**src/logic/load_relax_map.vh**
```
// register map, field positions, reset values and timing counts of the load/relax control
`ifndef LOAD_RELAX_MAP_VH
`define LOAD_RELAX_MAP_VH
// ------------------------------------------------------------
// register offsets (byte addresses)
// ------------------------------------------------------------
`define OFS_LOAD_CFG 12'h000
`define OFS_RESERVE 12'h004
`define OFS_THRESH 12'h008
`define OFS_QUIT_CUR 12'h00C
`define OFS_RELAX_TIMES 12'h010
`define OFS_QUIT_TIME 12'h014
`define OFS_RATES 12'h018
`define OFS_DESIGN 12'h01C
`define OFS_CHEM_INIT 12'h020
`define OFS_CHEM0 12'h024
`define OFS_CHEM1 12'h028
`define OFS_STATUS 12'h02C
`define OFS_LOAD_RATE 12'h030
`define OFS_HYPO_RATE 12'h034
// ------------------------------------------------------------
// field positions
// ------------------------------------------------------------
`define CFG_MODE_BIT 0
`define CFG_SEL_LO 4
`define CFG_SEL_HI 6
`define CFG_PROF_BIT 8
`define ST_LOAD_MODE_BIT 0
`define ST_RELAX_BIT 1
`define ST_OCV_BIT 2
`define ST_DSG_BIT 3
`define ST_CHG_BIT 4
`define ST_LEARN_BIT 5
`define ST_UPD0_BIT 8
`define ST_UPD1_BIT 16
`define UPD_LEARNED_MASK 8'h01
// ------------------------------------------------------------
// reset values
// ------------------------------------------------------------
`define RST_LOAD_MODE 1'b0
`define RST_LOAD_SEL 3'h1
`define RST_CHEM 16'h03E8
`define RST_DSG_TH 16'h003C
`define RST_CHG_TH 16'h004B
`define RST_QUIT_CUR 16'h0028
`define RST_DSG_RELAX 16'h003C
`define RST_CHG_RELAX 16'h003C
`define RST_QUIT_TIME 16'h0001
`define RST_RESERVE 16'h0000
`define RST_RATE 16'h0000
`define RST_DESIGN 16'h03E8
// ------------------------------------------------------------
// timing
// ------------------------------------------------------------
`define CLK_HZ 200000000
`define SEC_TICK_HZ 1
`define OCV_WAIT_MIN 5
`define OCV_WAIT_S (`OCV_WAIT_MIN * 60)
`define FILTER_TAU_S 14
`define SLOPE_LIMIT_UV 16'h0004
`endif

```
**src/logic/load_relax_ctrl.v**
```verilog
// load model selection, current classification and relaxation control with APB registers
`timescale 1ns/100ps
`include "load_relax_map.vh"
// ------------------------------------------------------------
// Overview of operation
// - load model bit 0 selects constant current, 1 constant power; reset 0.
// - load model bit is mirrored in a status bit.
// - current model select 0 last-cycle average, 1 present-cycle average.
// - current select 2 average current, 3 filtered current with 14 s constant.
// - current select 4 design capacity over five, 5 hypothetical, 6 user rate.
// - power select 0 last-cycle power, 1 present-cycle power.
// - power select 2 current times voltage, 3 filtered current times voltage.
// - power select 4 design energy over five, 5 hypothetical, 6 user power.
// - reserve charge held in a register and driven out unchanged on o_reserve_charge.
// - reserve energy held in a register and driven out unchanged on o_reserve_energy.
// - discharge flagged only when magnitude exceeds discharge threshold.
// - charge flagged only when magnitude exceeds charge threshold.
// - relax entered after current below quit level for either relax time.
// - voltage readings attempted after about five minutes relaxed.
// - capacity learning also needs voltage slope below 4 uV per second.
// - relax left only after current at or above quit level for quit time.
// - two capacity values, seeded from initial value, updated during operation.
// - learned flag bit 0 of each profile status byte; other bits zero.
// ------------------------------------------------------------
module load_relax_ctrl #(
  parameter SEC_DIV = `CLK_HZ / `SEC_TICK_HZ,
  parameter OCV_WAIT = `OCV_WAIT_S,
  parameter TAU_S = `FILTER_TAU_S
) (
  input wire I_MCLK,
  input wire I_RST,
  input wire i_psel,
  input wire i_penable,
  input wire i_pwrite,
  input wire [11:0] i_paddr,
  input wire [31:0] i_pwdata,
  output reg [31:0] o_prdata,
  output reg o_pready,
  output reg o_pslverr,
  input wire signed [15:0] i_avg_current,
  input wire [15:0] i_voltage,
  input wire signed [15:0] i_avg_i_last,
  input wire signed [15:0] i_avg_i_now,
  input wire signed [15:0] i_avg_p_last,
  input wire signed [15:0] i_avg_p_now,
  input wire [15:0] i_dvdt_uv,
  input wire i_learn_valid,
  input wire [15:0] i_learn_value,
  output reg signed [31:0] o_load_rate,
  output reg o_load_mode,
  output reg o_relax,
  output reg o_dsg,
  output reg o_chg,
  output reg o_ocv_take,
  output reg o_learn_ok,
  output reg [15:0] o_reserve_charge,
  output reg [15:0] o_reserve_energy,
  output reg [15:0] o_chem_active
);
  // ------------------------------------------------------------
  // configuration registers
  // ------------------------------------------------------------
  reg load_mode_r;
  reg [2:0] load_sel_r;
  reg prof_r;
  reg [15:0] res_chg_r, res_nrg_r, dsg_th_r, chg_th_r, quit_r;
  reg [15:0] dsg_relax_r, chg_relax_r, quit_time_r;
  reg [15:0] user_i_r, user_p_r, design_cap_r, design_nrg_r, chem_init_r;
  reg signed [15:0] hypo_r;
  reg [15:0] chem_r [0:1];
  reg [1:0] upd_r;
  reg [31:0] div_r;
  reg tick_r;
  reg signed [31:0] filt_r;
  reg [15:0] below_cnt_r, above_cnt_r;
  reg [15:0] relax_cnt_r;
  wire wr = i_psel && i_penable && i_pwrite;
  wire [15:0] mag = i_avg_current[15] ? (~i_avg_current + 16'h0001) : i_avg_current;
  wire below = mag < quit_r;
  // ------------------------------------------------------------
  // apb slave, one wait-free access cycle
  // ------------------------------------------------------------
  reg [31:0] rd;
  always @* begin
    rd = 32'h00000000;
    case (i_paddr)
      `OFS_LOAD_CFG: rd = {23'h0, prof_r, 1'b0, load_sel_r, 3'h0, load_mode_r};
      `OFS_RESERVE: rd = {res_nrg_r, res_chg_r};
      `OFS_THRESH: rd = {chg_th_r, dsg_th_r};
      `OFS_QUIT_CUR: rd = {16'h0, quit_r};
      `OFS_RELAX_TIMES: rd = {chg_relax_r, dsg_relax_r};
      `OFS_QUIT_TIME: rd = {16'h0, quit_time_r};
      `OFS_RATES: rd = {user_p_r, user_i_r};
      `OFS_DESIGN: rd = {design_nrg_r, design_cap_r};
      `OFS_CHEM_INIT: rd = {16'h0, chem_init_r};
      `OFS_CHEM0: rd = {16'h0, chem_r[0]};
      `OFS_CHEM1: rd = {16'h0, chem_r[1]};
      `OFS_STATUS: rd = {15'h0, upd_r[1], 7'h0, upd_r[0], 2'h0, o_learn_ok, o_chg, o_dsg,
                         o_ocv_take, o_relax, load_mode_r};
      `OFS_LOAD_RATE: rd = o_load_rate;
      `OFS_HYPO_RATE: rd = {{16{hypo_r[15]}}, hypo_r};
      default: rd = 32'h00000000;
    endcase
  end
  wire unmapped = (i_paddr > `OFS_HYPO_RATE) || (i_paddr[1:0] != 2'b00);
  always @(posedge I_MCLK) begin
    if (I_RST) begin
      o_prdata <= 32'h00000000;
      o_pready <= 1'b0;
      o_pslverr <= 1'b0;
    end else begin
      o_pready <= i_psel && !i_penable;
      o_pslverr <= i_psel && !i_penable && unmapped;
      if (i_psel && !i_penable) begin
        o_prdata <= rd;
      end
    end
  end
  wire wr_ok = wr && o_pready && !unmapped;
  always @(posedge I_MCLK) begin
    if (I_RST) begin
      load_mode_r <= `RST_LOAD_MODE;
      load_sel_r <= `RST_LOAD_SEL;
      prof_r <= 1'b0;
      res_chg_r <= `RST_RESERVE;
      res_nrg_r <= `RST_RESERVE;
      dsg_th_r <= `RST_DSG_TH;
      chg_th_r <= `RST_CHG_TH;
      quit_r <= `RST_QUIT_CUR;
      dsg_relax_r <= `RST_DSG_RELAX;
      chg_relax_r <= `RST_CHG_RELAX;
      quit_time_r <= `RST_QUIT_TIME;
      user_i_r <= `RST_RATE;
      user_p_r <= `RST_RATE;
      design_cap_r <= `RST_DESIGN;
      design_nrg_r <= `RST_DESIGN;
      chem_init_r <= `RST_CHEM;
      hypo_r <= 16'sh0000;
    end else if (wr_ok) begin
      case (i_paddr)
        `OFS_LOAD_CFG: begin
          load_mode_r <= i_pwdata[`CFG_MODE_BIT];
          load_sel_r <= i_pwdata[`CFG_SEL_HI:`CFG_SEL_LO];
          prof_r <= i_pwdata[`CFG_PROF_BIT];
        end
        `OFS_RESERVE: begin
          res_chg_r <= i_pwdata[15:0];
          res_nrg_r <= i_pwdata[31:16];
        end
        `OFS_THRESH: begin
          dsg_th_r <= i_pwdata[15:0];
          chg_th_r <= i_pwdata[31:16];
        end
        `OFS_QUIT_CUR: quit_r <= i_pwdata[15:0];
        `OFS_RELAX_TIMES: begin
          dsg_relax_r <= i_pwdata[15:0];
          chg_relax_r <= i_pwdata[31:16];
        end
        `OFS_QUIT_TIME: quit_time_r <= i_pwdata[15:0];
        `OFS_RATES: begin
          user_i_r <= i_pwdata[15:0];
          user_p_r <= i_pwdata[31:16];
        end
        `OFS_DESIGN: begin
          design_cap_r <= i_pwdata[15:0];
          design_nrg_r <= i_pwdata[31:16];
        end
        `OFS_CHEM_INIT: chem_init_r <= i_pwdata[15:0];
        `OFS_HYPO_RATE: hypo_r <= i_pwdata[15:0];
        default: hypo_r <= hypo_r;
      endcase
    end
  end
  // ------------------------------------------------------------
  // one-second tick and 14 s low-pass filter
  // ------------------------------------------------------------
  always @(posedge I_MCLK) begin
    if (I_RST) begin
      div_r <= 32'h00000000;
      tick_r <= 1'b0;
    end else begin
      tick_r <= (div_r == SEC_DIV - 1);
      div_r <= (div_r == SEC_DIV - 1) ? 32'h00000000 : div_r + 32'h00000001;
    end
  end
  // first-order filter, state scaled by TAU_S
  wire signed [31:0] filt_out = filt_r / TAU_S;
  always @(posedge I_MCLK) begin
    if (I_RST) begin
      filt_r <= 32'sh00000000;
    end else if (tick_r) begin
      filt_r <= filt_r - filt_out + {{16{i_avg_current[15]}}, i_avg_current};
    end
  end
  // ------------------------------------------------------------
  // load rate source selection
  // ------------------------------------------------------------
  wire signed [31:0] ai = {{16{i_avg_current[15]}}, i_avg_current};
  wire signed [31:0] v32 = {16'h0, i_voltage};
  reg signed [31:0] rate_nxt;
  always @* begin
    rate_nxt = 32'sh00000000;
    if (!load_mode_r) begin
      case (load_sel_r)
        3'h0: rate_nxt = {{16{i_avg_i_last[15]}}, i_avg_i_last};
        3'h1: rate_nxt = {{16{i_avg_i_now[15]}}, i_avg_i_now};
        3'h2: rate_nxt = ai;
        3'h3: rate_nxt = filt_out;
        3'h4: rate_nxt = {16'h0, design_cap_r} / 5;
        3'h5: rate_nxt = {{16{hypo_r[15]}}, hypo_r};
        3'h6: rate_nxt = {16'h0, user_i_r};
        default: rate_nxt = {{16{i_avg_i_now[15]}}, i_avg_i_now};
      endcase
    end else begin
      case (load_sel_r)
        3'h0: rate_nxt = {{16{i_avg_p_last[15]}}, i_avg_p_last};
        3'h1: rate_nxt = {{16{i_avg_p_now[15]}}, i_avg_p_now};
        3'h2: rate_nxt = ai * v32;
        3'h3: rate_nxt = filt_out * v32;
        3'h4: rate_nxt = {16'h0, design_nrg_r} / 5;
        3'h5: rate_nxt = {{16{hypo_r[15]}}, hypo_r};
        3'h6: rate_nxt = {16'h0, user_p_r};
        default: rate_nxt = {{16{i_avg_p_now[15]}}, i_avg_p_now};
      endcase
    end
  end
  // ------------------------------------------------------------
  // classification and relaxation state machine
  // ------------------------------------------------------------
  localparam ST_FLOW = 2'b01;
  localparam ST_RELAX = 2'b10;
  reg [1:0] state_r;
  wire enter_ok = (below_cnt_r >= dsg_relax_r) || (below_cnt_r >= chg_relax_r);
  always @(posedge I_MCLK) begin
    if (I_RST) begin
      state_r <= ST_FLOW;
      below_cnt_r <= 16'h0000;
      above_cnt_r <= 16'h0000;
      relax_cnt_r <= 16'h0000;
    end else if (tick_r) begin
      case (state_r)
        ST_FLOW: begin
          relax_cnt_r <= 16'h0000;
          above_cnt_r <= 16'h0000;
          if (!below) begin
            below_cnt_r <= 16'h0000;
          end else if (enter_ok) begin
            state_r <= ST_RELAX;
          end else begin
            below_cnt_r <= below_cnt_r + 16'h0001;
          end
        end
        ST_RELAX: begin
          below_cnt_r <= 16'h0000;
          if (relax_cnt_r != 16'hFFFF) begin
            relax_cnt_r <= relax_cnt_r + 16'h0001;
          end
          if (below) begin
            above_cnt_r <= 16'h0000;
          end else if (above_cnt_r + 16'h0001 >= quit_time_r) begin
            state_r <= ST_FLOW;
          end else begin
            above_cnt_r <= above_cnt_r + 16'h0001;
          end
        end
        default: state_r <= ST_FLOW;
      endcase
    end
  end
  wire ocv_nxt = (state_r == ST_RELAX) && (relax_cnt_r >= OCV_WAIT);
  wire learn_nxt = ocv_nxt && (i_dvdt_uv < `SLOPE_LIMIT_UV);
  // ------------------------------------------------------------
  // capacity store and learned flags
  // ------------------------------------------------------------
  always @(posedge I_MCLK) begin
    if (I_RST) begin
      chem_r[0] <= `RST_CHEM;
      chem_r[1] <= `RST_CHEM;
      upd_r <= 2'b00;
    end else begin
      if (wr_ok && i_paddr == `OFS_CHEM_INIT) begin
        chem_r[0] <= i_pwdata[15:0];
        chem_r[1] <= i_pwdata[15:0];
        upd_r <= 2'b00;
      end
      // a learn event in the seeding cycle wins over seed and clear
      if (learn_nxt && i_learn_valid) begin
        chem_r[prof_r] <= i_learn_value;
        upd_r[prof_r] <= 1'b1;
      end
    end
  end
  // ------------------------------------------------------------
  // registered outputs
  // ------------------------------------------------------------
  always @(posedge I_MCLK) begin
    if (I_RST) begin
      o_load_rate <= 32'sh00000000;
      o_load_mode <= 1'b0;
      o_relax <= 1'b0;
      o_dsg <= 1'b0;
      o_chg <= 1'b0;
      o_ocv_take <= 1'b0;
      o_learn_ok <= 1'b0;
      o_reserve_charge <= `RST_RESERVE;
      o_reserve_energy <= `RST_RESERVE;
      o_chem_active <= `RST_CHEM;
    end else begin
      o_load_rate <= rate_nxt;
      o_load_mode <= load_mode_r;
      o_relax <= (state_r == ST_RELAX);
      o_dsg <= i_avg_current[15] && (mag > dsg_th_r);
      o_chg <= !i_avg_current[15] && (mag > chg_th_r);
      o_ocv_take <= ocv_nxt;
      o_learn_ok <= learn_nxt;
      o_reserve_charge <= res_chg_r;
      o_reserve_energy <= res_nrg_r;
      o_chem_active <= chem_r[prof_r];
    end
  end
endmodule

```
**config.mk**
```make
export PLATFORM = sky130hd
export DESIGN_NAME = load_relax_ctrl
export DESIGN_NICKNAME = d
export VERILOG_FILES = /design/src/logic/load_relax_ctrl.v
export VERILOG_INCLUDE_DIRS = /design/src /design/src/logic
export SDC_FILE = /design/constraint.sdc
export NUM_CORES = 2
export LEC_CHECK = 0
export ABC_AREA = 1
export BUFFER_PORTS_ARGS = -buffer_cell sky130_fd_sc_hd__buf_4
export CAP_MARGIN = 40
export CORE_MARGIN = 2
export CORE_UTILIZATION = 38
export DETAILED_ROUTE_END_ITERATION = 8
export PLACE_DENSITY = 0.58
export SETUP_SLACK_MARGIN = 0.15
export SYNTH_ARGS = -nofsm -noshare
export SYNTH_HDL_FRONTEND = slang
export SYNTH_SLANG_ARGS = --single-unit
```
**constraint.sdc**
```tcl
create_clock -name I_MCLK -period 24.1 [get_ports I_MCLK]
set_input_delay 3.615 -clock I_MCLK [delete_from_list [all_inputs] [get_ports I_MCLK]]
set_output_delay 3.615 -clock I_MCLK [all_outputs]
set_load 0.005 [all_outputs]
```
== Word-level counts from Yosys, hierarchy flattened ==
Memory sizes are Yosys's and may differ from the RTL's. A register that Yosys moved wholly into a read port is not among the register bits.
Index checks and enable logic that the tools add are counted.
Operators by class
  $add $sub $neg: 7
  multipliers: 2
  divide/modulo/power cells: 3
  magnitude comparators: 11
  eq/ne operators: 29
  mux-type cells: 33
  bitwise logic cells: 4
  reductions and logical operators: 37
Operators with widths (count)
  32-bit one-hot mux with 14 select lines: 1
  32-bit one-hot mux with 6 select lines: 2
  16-bit 2-to-1 mux: 8
  16-bit one-hot mux with 2 select lines: 3
  12-bit by 6-bit == test with 1-bit output (second input constant): 6
  16-bit by 1-bit adder with 16-bit output (second input constant): 4
  16-bit by 3-bit divider with 32-bit output (second input constant): 2
  12-bit by 5-bit == test with 1-bit output (second input constant): 4
  16-bit greater-or-equal comparator: 3
  32-bit by 1-bit adder with 32-bit output (second input constant): 1
  32-bit adder: 1
  32-bit by 5-bit divider with 32-bit output (second input constant): 1
  32-bit by 28-bit == test with 1-bit output (second input constant): 1
  16-bit greater-than comparator: 2
  16-bit by 17-bit multiplier with 32-bit output: 1
  32-bit by 17-bit multiplier with 32-bit output: 1
  32-bit 2-to-1 mux: 1
  32-bit subtractor: 1
  12-bit by 4-bit == test with 1-bit output (second input constant): 2
  2-bit AND reduction: 10
  16-bit by 9-bit greater-or-equal comparator with 1-bit output (second input constant): 1
  16-bit < comparator: 1
  16-bit by 3-bit < comparator with 1-bit output (second input constant): 1
  16-bit != test (second input constant): 1
  26 further kinds: 67
Storage, ports and cells
  flip-flop bits (word level): 450
  memory bits (writable): 32
  output and inout bits: 120
  memories kept: 1
Memories
  chem_r: depth 2, bits a word 16, read ports 3, clocked after memory_dff 1, write ports 3, line load_relax_ctrl.v:70  | reg [15:0] chem_r [0:1];

== Logic depth before layout (Yosys ltp) ==
  depth in word-level cells: 9
  mapped depth: 164

== Worst setup path after synthesis ==
No wires, ideal clock.
  kind: flip-flop to flip-flop
  start point: reg filt_r[0]
  end point: reg o_load_rate[31]
  setup time: 123 ps
  arrival time: 17691 ps
  path slack: 6286 ps
  stages on the path, launching flop included: 149
  path buffers: 3
  period minus slack after synthesis: 17814 ps
  cells stage by stage: dfxtp_1 inv_1 ha_1 nand3_1 nor2_1 nand3_1 nand2_1 nand3_1 nand2_1 inv_1 and2_1 nor2_2 nand2_2 nand2_2 nand2_2 nand3_2 nand2_2 inv_1 [... 113 more ...] a21oi_1 inv_1 a31oi_1 inv_1 a31oi_1 nor2_1 nor2_1 nor2_1 nor2_1 inv_1 nand4_1 nand2_1 nand3b_1 nand2_1 inv_1 nand3_1 nand3_1 a21oi_1
On the way
  longest elaborated chain between the ends: 4
  elaborated cells on any way between the ends: 5
RTL lines
  from (decl): line load_relax_ctrl.v:74  | reg signed [31:0] filt_r;
  from (signal assigned): line load_relax_ctrl.v:192  | filt_r <= filt_r - filt_out + {{16{i_avg_current[15]}}, i_avg_current};
  32-bit by 5-bit divider with 32-bit output *: line load_relax_ctrl.v:187  | wire signed [31:0] filt_out = filt_r / TAU_S;
  32-bit by 17-bit multiplier with 32-bit output: line load_relax_ctrl.v:219  | 3'h3: rate_nxt = filt_out * v32;
  32-bit one-hot mux with 6 select lines: line load_relax_ctrl.v:215  | case (load_sel_r)
  32-bit 2-to-1 mux *: line load_relax_ctrl.v:203  | if (!load_mode_r) begin
  to (signal assigned): line load_relax_ctrl.v:309  | o_load_rate <= rate_nxt;
  to (decl): line load_relax_ctrl.v:49  | output reg signed [31:0] o_load_rate,
Mark *: on every way between the ends. The rest lies on a longest branch, timed or not.
A chain may end at the register's enable or synchronous reset.

== Worst setup path after layout ==
  start point: reg filt_r[1]
  end point: reg o_load_rate[31]
The elaborated chain is that of the path after synthesis.

==> reports/qor_table.md <==
| Item | This run |
|:---|:---|
| DR vias/cell | 5.367 |
| Die boundary width | 387.5 microns |
| Area overhead of the layout relative to synthesis | 11.48% |
| Sinks on Clock Net | 498 |
| TritonCTS clock tree | yes |
| Clock Pin Slew Worst Setup and Hold Paths | 0.07 ns |
| Setup violators final | 0 |
| Synthesis warning total | 0 |
| Worst setup timing slack at the placement stage | 1.760 ns |
| Critical register-to-register path startpoint | filt_r[1] |
| Cell with the biggest individual delay on the critical path | sky130_fd_sc_hd__fa_1 |
| Final setup margin | 1.954 ns |
| Sequential element share of the synthesized area | 0.1841 |
| Synth Register Bits | 498 |
| Net count of the mapped netlist | 9005 |
| Mean instance size in the synthesized netlist | 7.023 sq um |
| Overall routed net length | 221700 microns |
| Hold crit path type | reg -> reg |
| Worst Skew | 0.04708 ns |
| Portion of the clock cycle consumed by the worst path in the final layout | 0.9189 |
| End point of the most critical hold path | o_reserve_energy[9] |
| Hold-fix buffer count after cts | 0 |
| Detailed placer's ending HPWL | 174900 microns |
| Endpoint kind of the worst setup timing path | flop |
| Area of combinational cells with multiple inputs | 38070 sq um |
| Top post-synthesis cells by count | sky130_fd_sc_hd__inv_1 (1617), sky130_fd_sc_hd__nand2_1 (1558), sky130_fd_sc_hd__nor2_1 (723) |
| Worst hold path startpoint | res_nrg_r[9] |
| Synthesized instance count | 7957 |
| Placeable core area | 145900 sq um |
| Number of nets in the final layout | 9167 |
| R2R depth | 148 |
| Peak supply drop | 0.00006821 V |
| Global-route wire length before repair | 329000 microns |
| Setup slack of the worst register-to-register path | 1.95 ns |
| Number of levels in the clock H-tree | 2 |
| DR iter-0 viols | 5287 |
| Via count of the first global-routing pass | 52220 |
| Number of fill cells | 15186 |
| PwrDens | 49.05 nW/um^2 |
| CP most frequent cell | sky130_fd_sc_hd__nand2_1 |
| Fraction of layout instances using a drive strength above 1 | 0.09488 |
| Pin count of the biggest net entering global routing | 85 |
| FF-to-FF End | o_load_rate[31] |
| Netlist cell types | 83 |
| Largest incremental delay on the critical path | 0.55 ns |
| Most frequently used flop master after synthesis | sky130_fd_sc_hd__dfxtp_1 |
| Main area contributors after synthesis | sky130_fd_sc_hd__fa_1 (19%), sky130_fd_sc_hd__dfxtp_1 (17%), sky130_fd_sc_hd__inv_1 (11%) |
| Status | finished, final reports clean |
| Number of buffers on the longest clock path | 3 |
| Setup CP Type | reg -> reg |
| Max transition margin | 0.3174 |
| Per-cell routed wire length | 21.98 microns |
| Area of the mapped netlist | 55880 sq um |
| Max-capacitance violation count | 0 |
| Most repeated cell in the gate-level netlist after synthesis | sky130_fd_sc_hd__inv_1 |
| Sequential cell area | 10290 sq um |
| Largest area contributor in the netlist | sky130_fd_sc_hd__fa_1 |
| Req. time, crit path | 24.71 ns |
| Setup repair after global routing missed its margin | true |
| Number of enable flip-flop cells after synthesis | 32 |
| Drc violations | 0 |
| Final GP Congestion | 0.9782 |
| Final worst path period need | 22.15 ns |
| Latest clock arrival within the worst-skew pair | 0.70 ns |
| Final Max Tran Viols | 0 |
| Tightest hold margin | 0.4480 ns |
| Clock root buffer | sky130_fd_sc_hd__clkbuf_16 |
| GRT Overall Usage | 0.2896 |
| Final TNS setup | 0 ns |
| Leakage | 0.03156 uW |
| Num rows | 140 |
| Fraction of synthesis flops using an asynchronous set or reset pin | 0 |
| Transition time at the pin with the least slew margin | 1.024 ns |
| Largest delay contributor family on the critical path | simple AND/OR/NAND/NOR gates |
| Arrival time at the worst endpoint | 22.75 ns |
| PortBufs | 295 |
| Element type at the critical path start | flop |
| Total buffers and inverters traversed by the critical path | 16 |
| Initial antenna violation count | 15 |
| Highest clock frequency the design can meet | 0.04516 GHz |
| Cell depth of the worst hold path | 2 |
| Initial core utilization | 0.3830 |
| Clock buffers created by TritonCTS | 60 |
| DIE HEIGHT | 387.5 microns |
| Aggregate global routing overflow | 0 |
| Vias after detailed routing | 54133 |
| DRT antenna net count | 0 |
| TritonRoute pass-1 iters | 7 |
| Area share of the leading cell type in the synthesized netlist | 0.1895 |
| Final Hold Fails | 0 |
| Critical path fanouts, max | 21 |
| Number of top-level pins | 298 |
| Die area | 150100 sq um |
-- kinds of logic (layout without fill, tap and decap cells) --
logic type / Yosys count / count (layout) / synth area share
other cells: 0 / 2 / 0
simple gates: 2989 / 2989 / 0.2318
buf+inv: 1982 / 2193 / 0.1365
compound gates: 1404 / 1404 / 0.1476
fa+ha+maj: 870 / 870 / 0.2659
flops: 498 / 498 / 0.1841
xor+xnor: 214 / 214 / 0.03408
-- worst register-to-register path, delay by kind of cell, from the launching register on --
family / cells / cell delay (ns)
buf+inv: 16 / 1.92
compound gates: 17 / 2.51
fa+ha+maj: 10 / 4.10
simple gates: 105 / 13.21
flops: 1 / 0.35
-- registers in the layout, indices dropped and copies added, names as in the netlist, 32 cells and up --
name	count
chem_r	32
div_r	32
filt_r	32
o_load_rate	32
o_prdata	32
-- cell type report --
type	count	area share
diodes	2	0.00008034
clock buffers	83	0.02710
clock inverters	28	0.006046
inverters	1690	0.1022
multi-input cells	5477	0.6111
flip-flops and latches	498	0.1652
well taps	1917	0.03850
repair buffers	392	0.04981
-- metal layers --
metal,vias to the layer above,part of all wire,routed length [microns],GRT usage
met5,-,0.00061,136,0
met4,18,0.045,10020,0.1114
met3,389,0.10,22670,0.07086
met2,2236,0.42,92290,0.4322
met1,26078,0.44,96580,0.4014
li1,25412,-,-,-
-- placed cells by master, fill, tap and decap left out, types with 45 or more instances in the layout --
master	count
sky130_fd_sc_hd__a211oi_1	66
sky130_fd_sc_hd__dfxtp_1	465
sky130_fd_sc_hd__inv_1	1613
sky130_fd_sc_hd__nand2_1	1555
sky130_fd_sc_hd__ha_1	340
sky130_fd_sc_hd__fa_1	529
sky130_fd_sc_hd__nor3_1	88
sky130_fd_sc_hd__nor2_1	713
sky130_fd_sc_hd__o211ai_1	48
sky130_fd_sc_hd__clkbuf_16	60
sky130_fd_sc_hd__buf_4	373
sky130_fd_sc_hd__nand4_1	102
sky130_fd_sc_hd__a221oi_1	61
sky130_fd_sc_hd__xnor2_1	45
sky130_fd_sc_hd__nand3_1	251
sky130_fd_sc_hd__xor2_1	165
sky130_fd_sc_hd__nand2_2	88
sky130_fd_sc_hd__a21oi_1	485
sky130_fd_sc_hd__o22ai_1	69
sky130_fd_sc_hd__o21ai_0	452
-- stage by stage --
step	util	total power [uW]	instance area [sq um]	std cells
final	0.4269	3055	62290	10087
after global routing	0.4269	3298	62290	10085
after CTS	0.4264	3079	62210	10080
after detailed placement	0.4122	2113	60150	9969
after global placement	0.4102	2096	59860	9951
after floorplan	-	1755	55880	7957
-- report_power, final --
part	total, uW	leakage, uW	switching [uW]	internal [uW]
sequential	851	0.00408	13.4	837
combinational	1240	0.0265	779	464
clock	961	0.000994	405	556
-- what timing repair did --
item	4_1_cts	5_1_grt
hold endpoints to repair	0	0
buffers inserted	0	5
setup endpoints to repair	0	6
resized for setup	0	15
-- worst max path at each step --
| stage | start | endpoint | slack, ns | cells past startpoint |
|---|---|---|---|---|
| final | filt_r[1] | o_load_rate[31] | 1.95 | 148 |
| after CTS | filt_r[1] | o_load_rate[31] | 1.67 | 149 |
| after global placement | filt_r[1] | o_load_rate[31] | 2.12 | 149 |
| after global routing | filt_r[1] | o_load_rate[31] | 0.05 | 148 |
| after floorplan | filt_r[0] | o_load_rate[31] | 6.29 | 148 |
| after detailed placement | filt_r[1] | o_load_rate[31] | 1.76 | 149 |
Power figures use the tool's default switching activity.
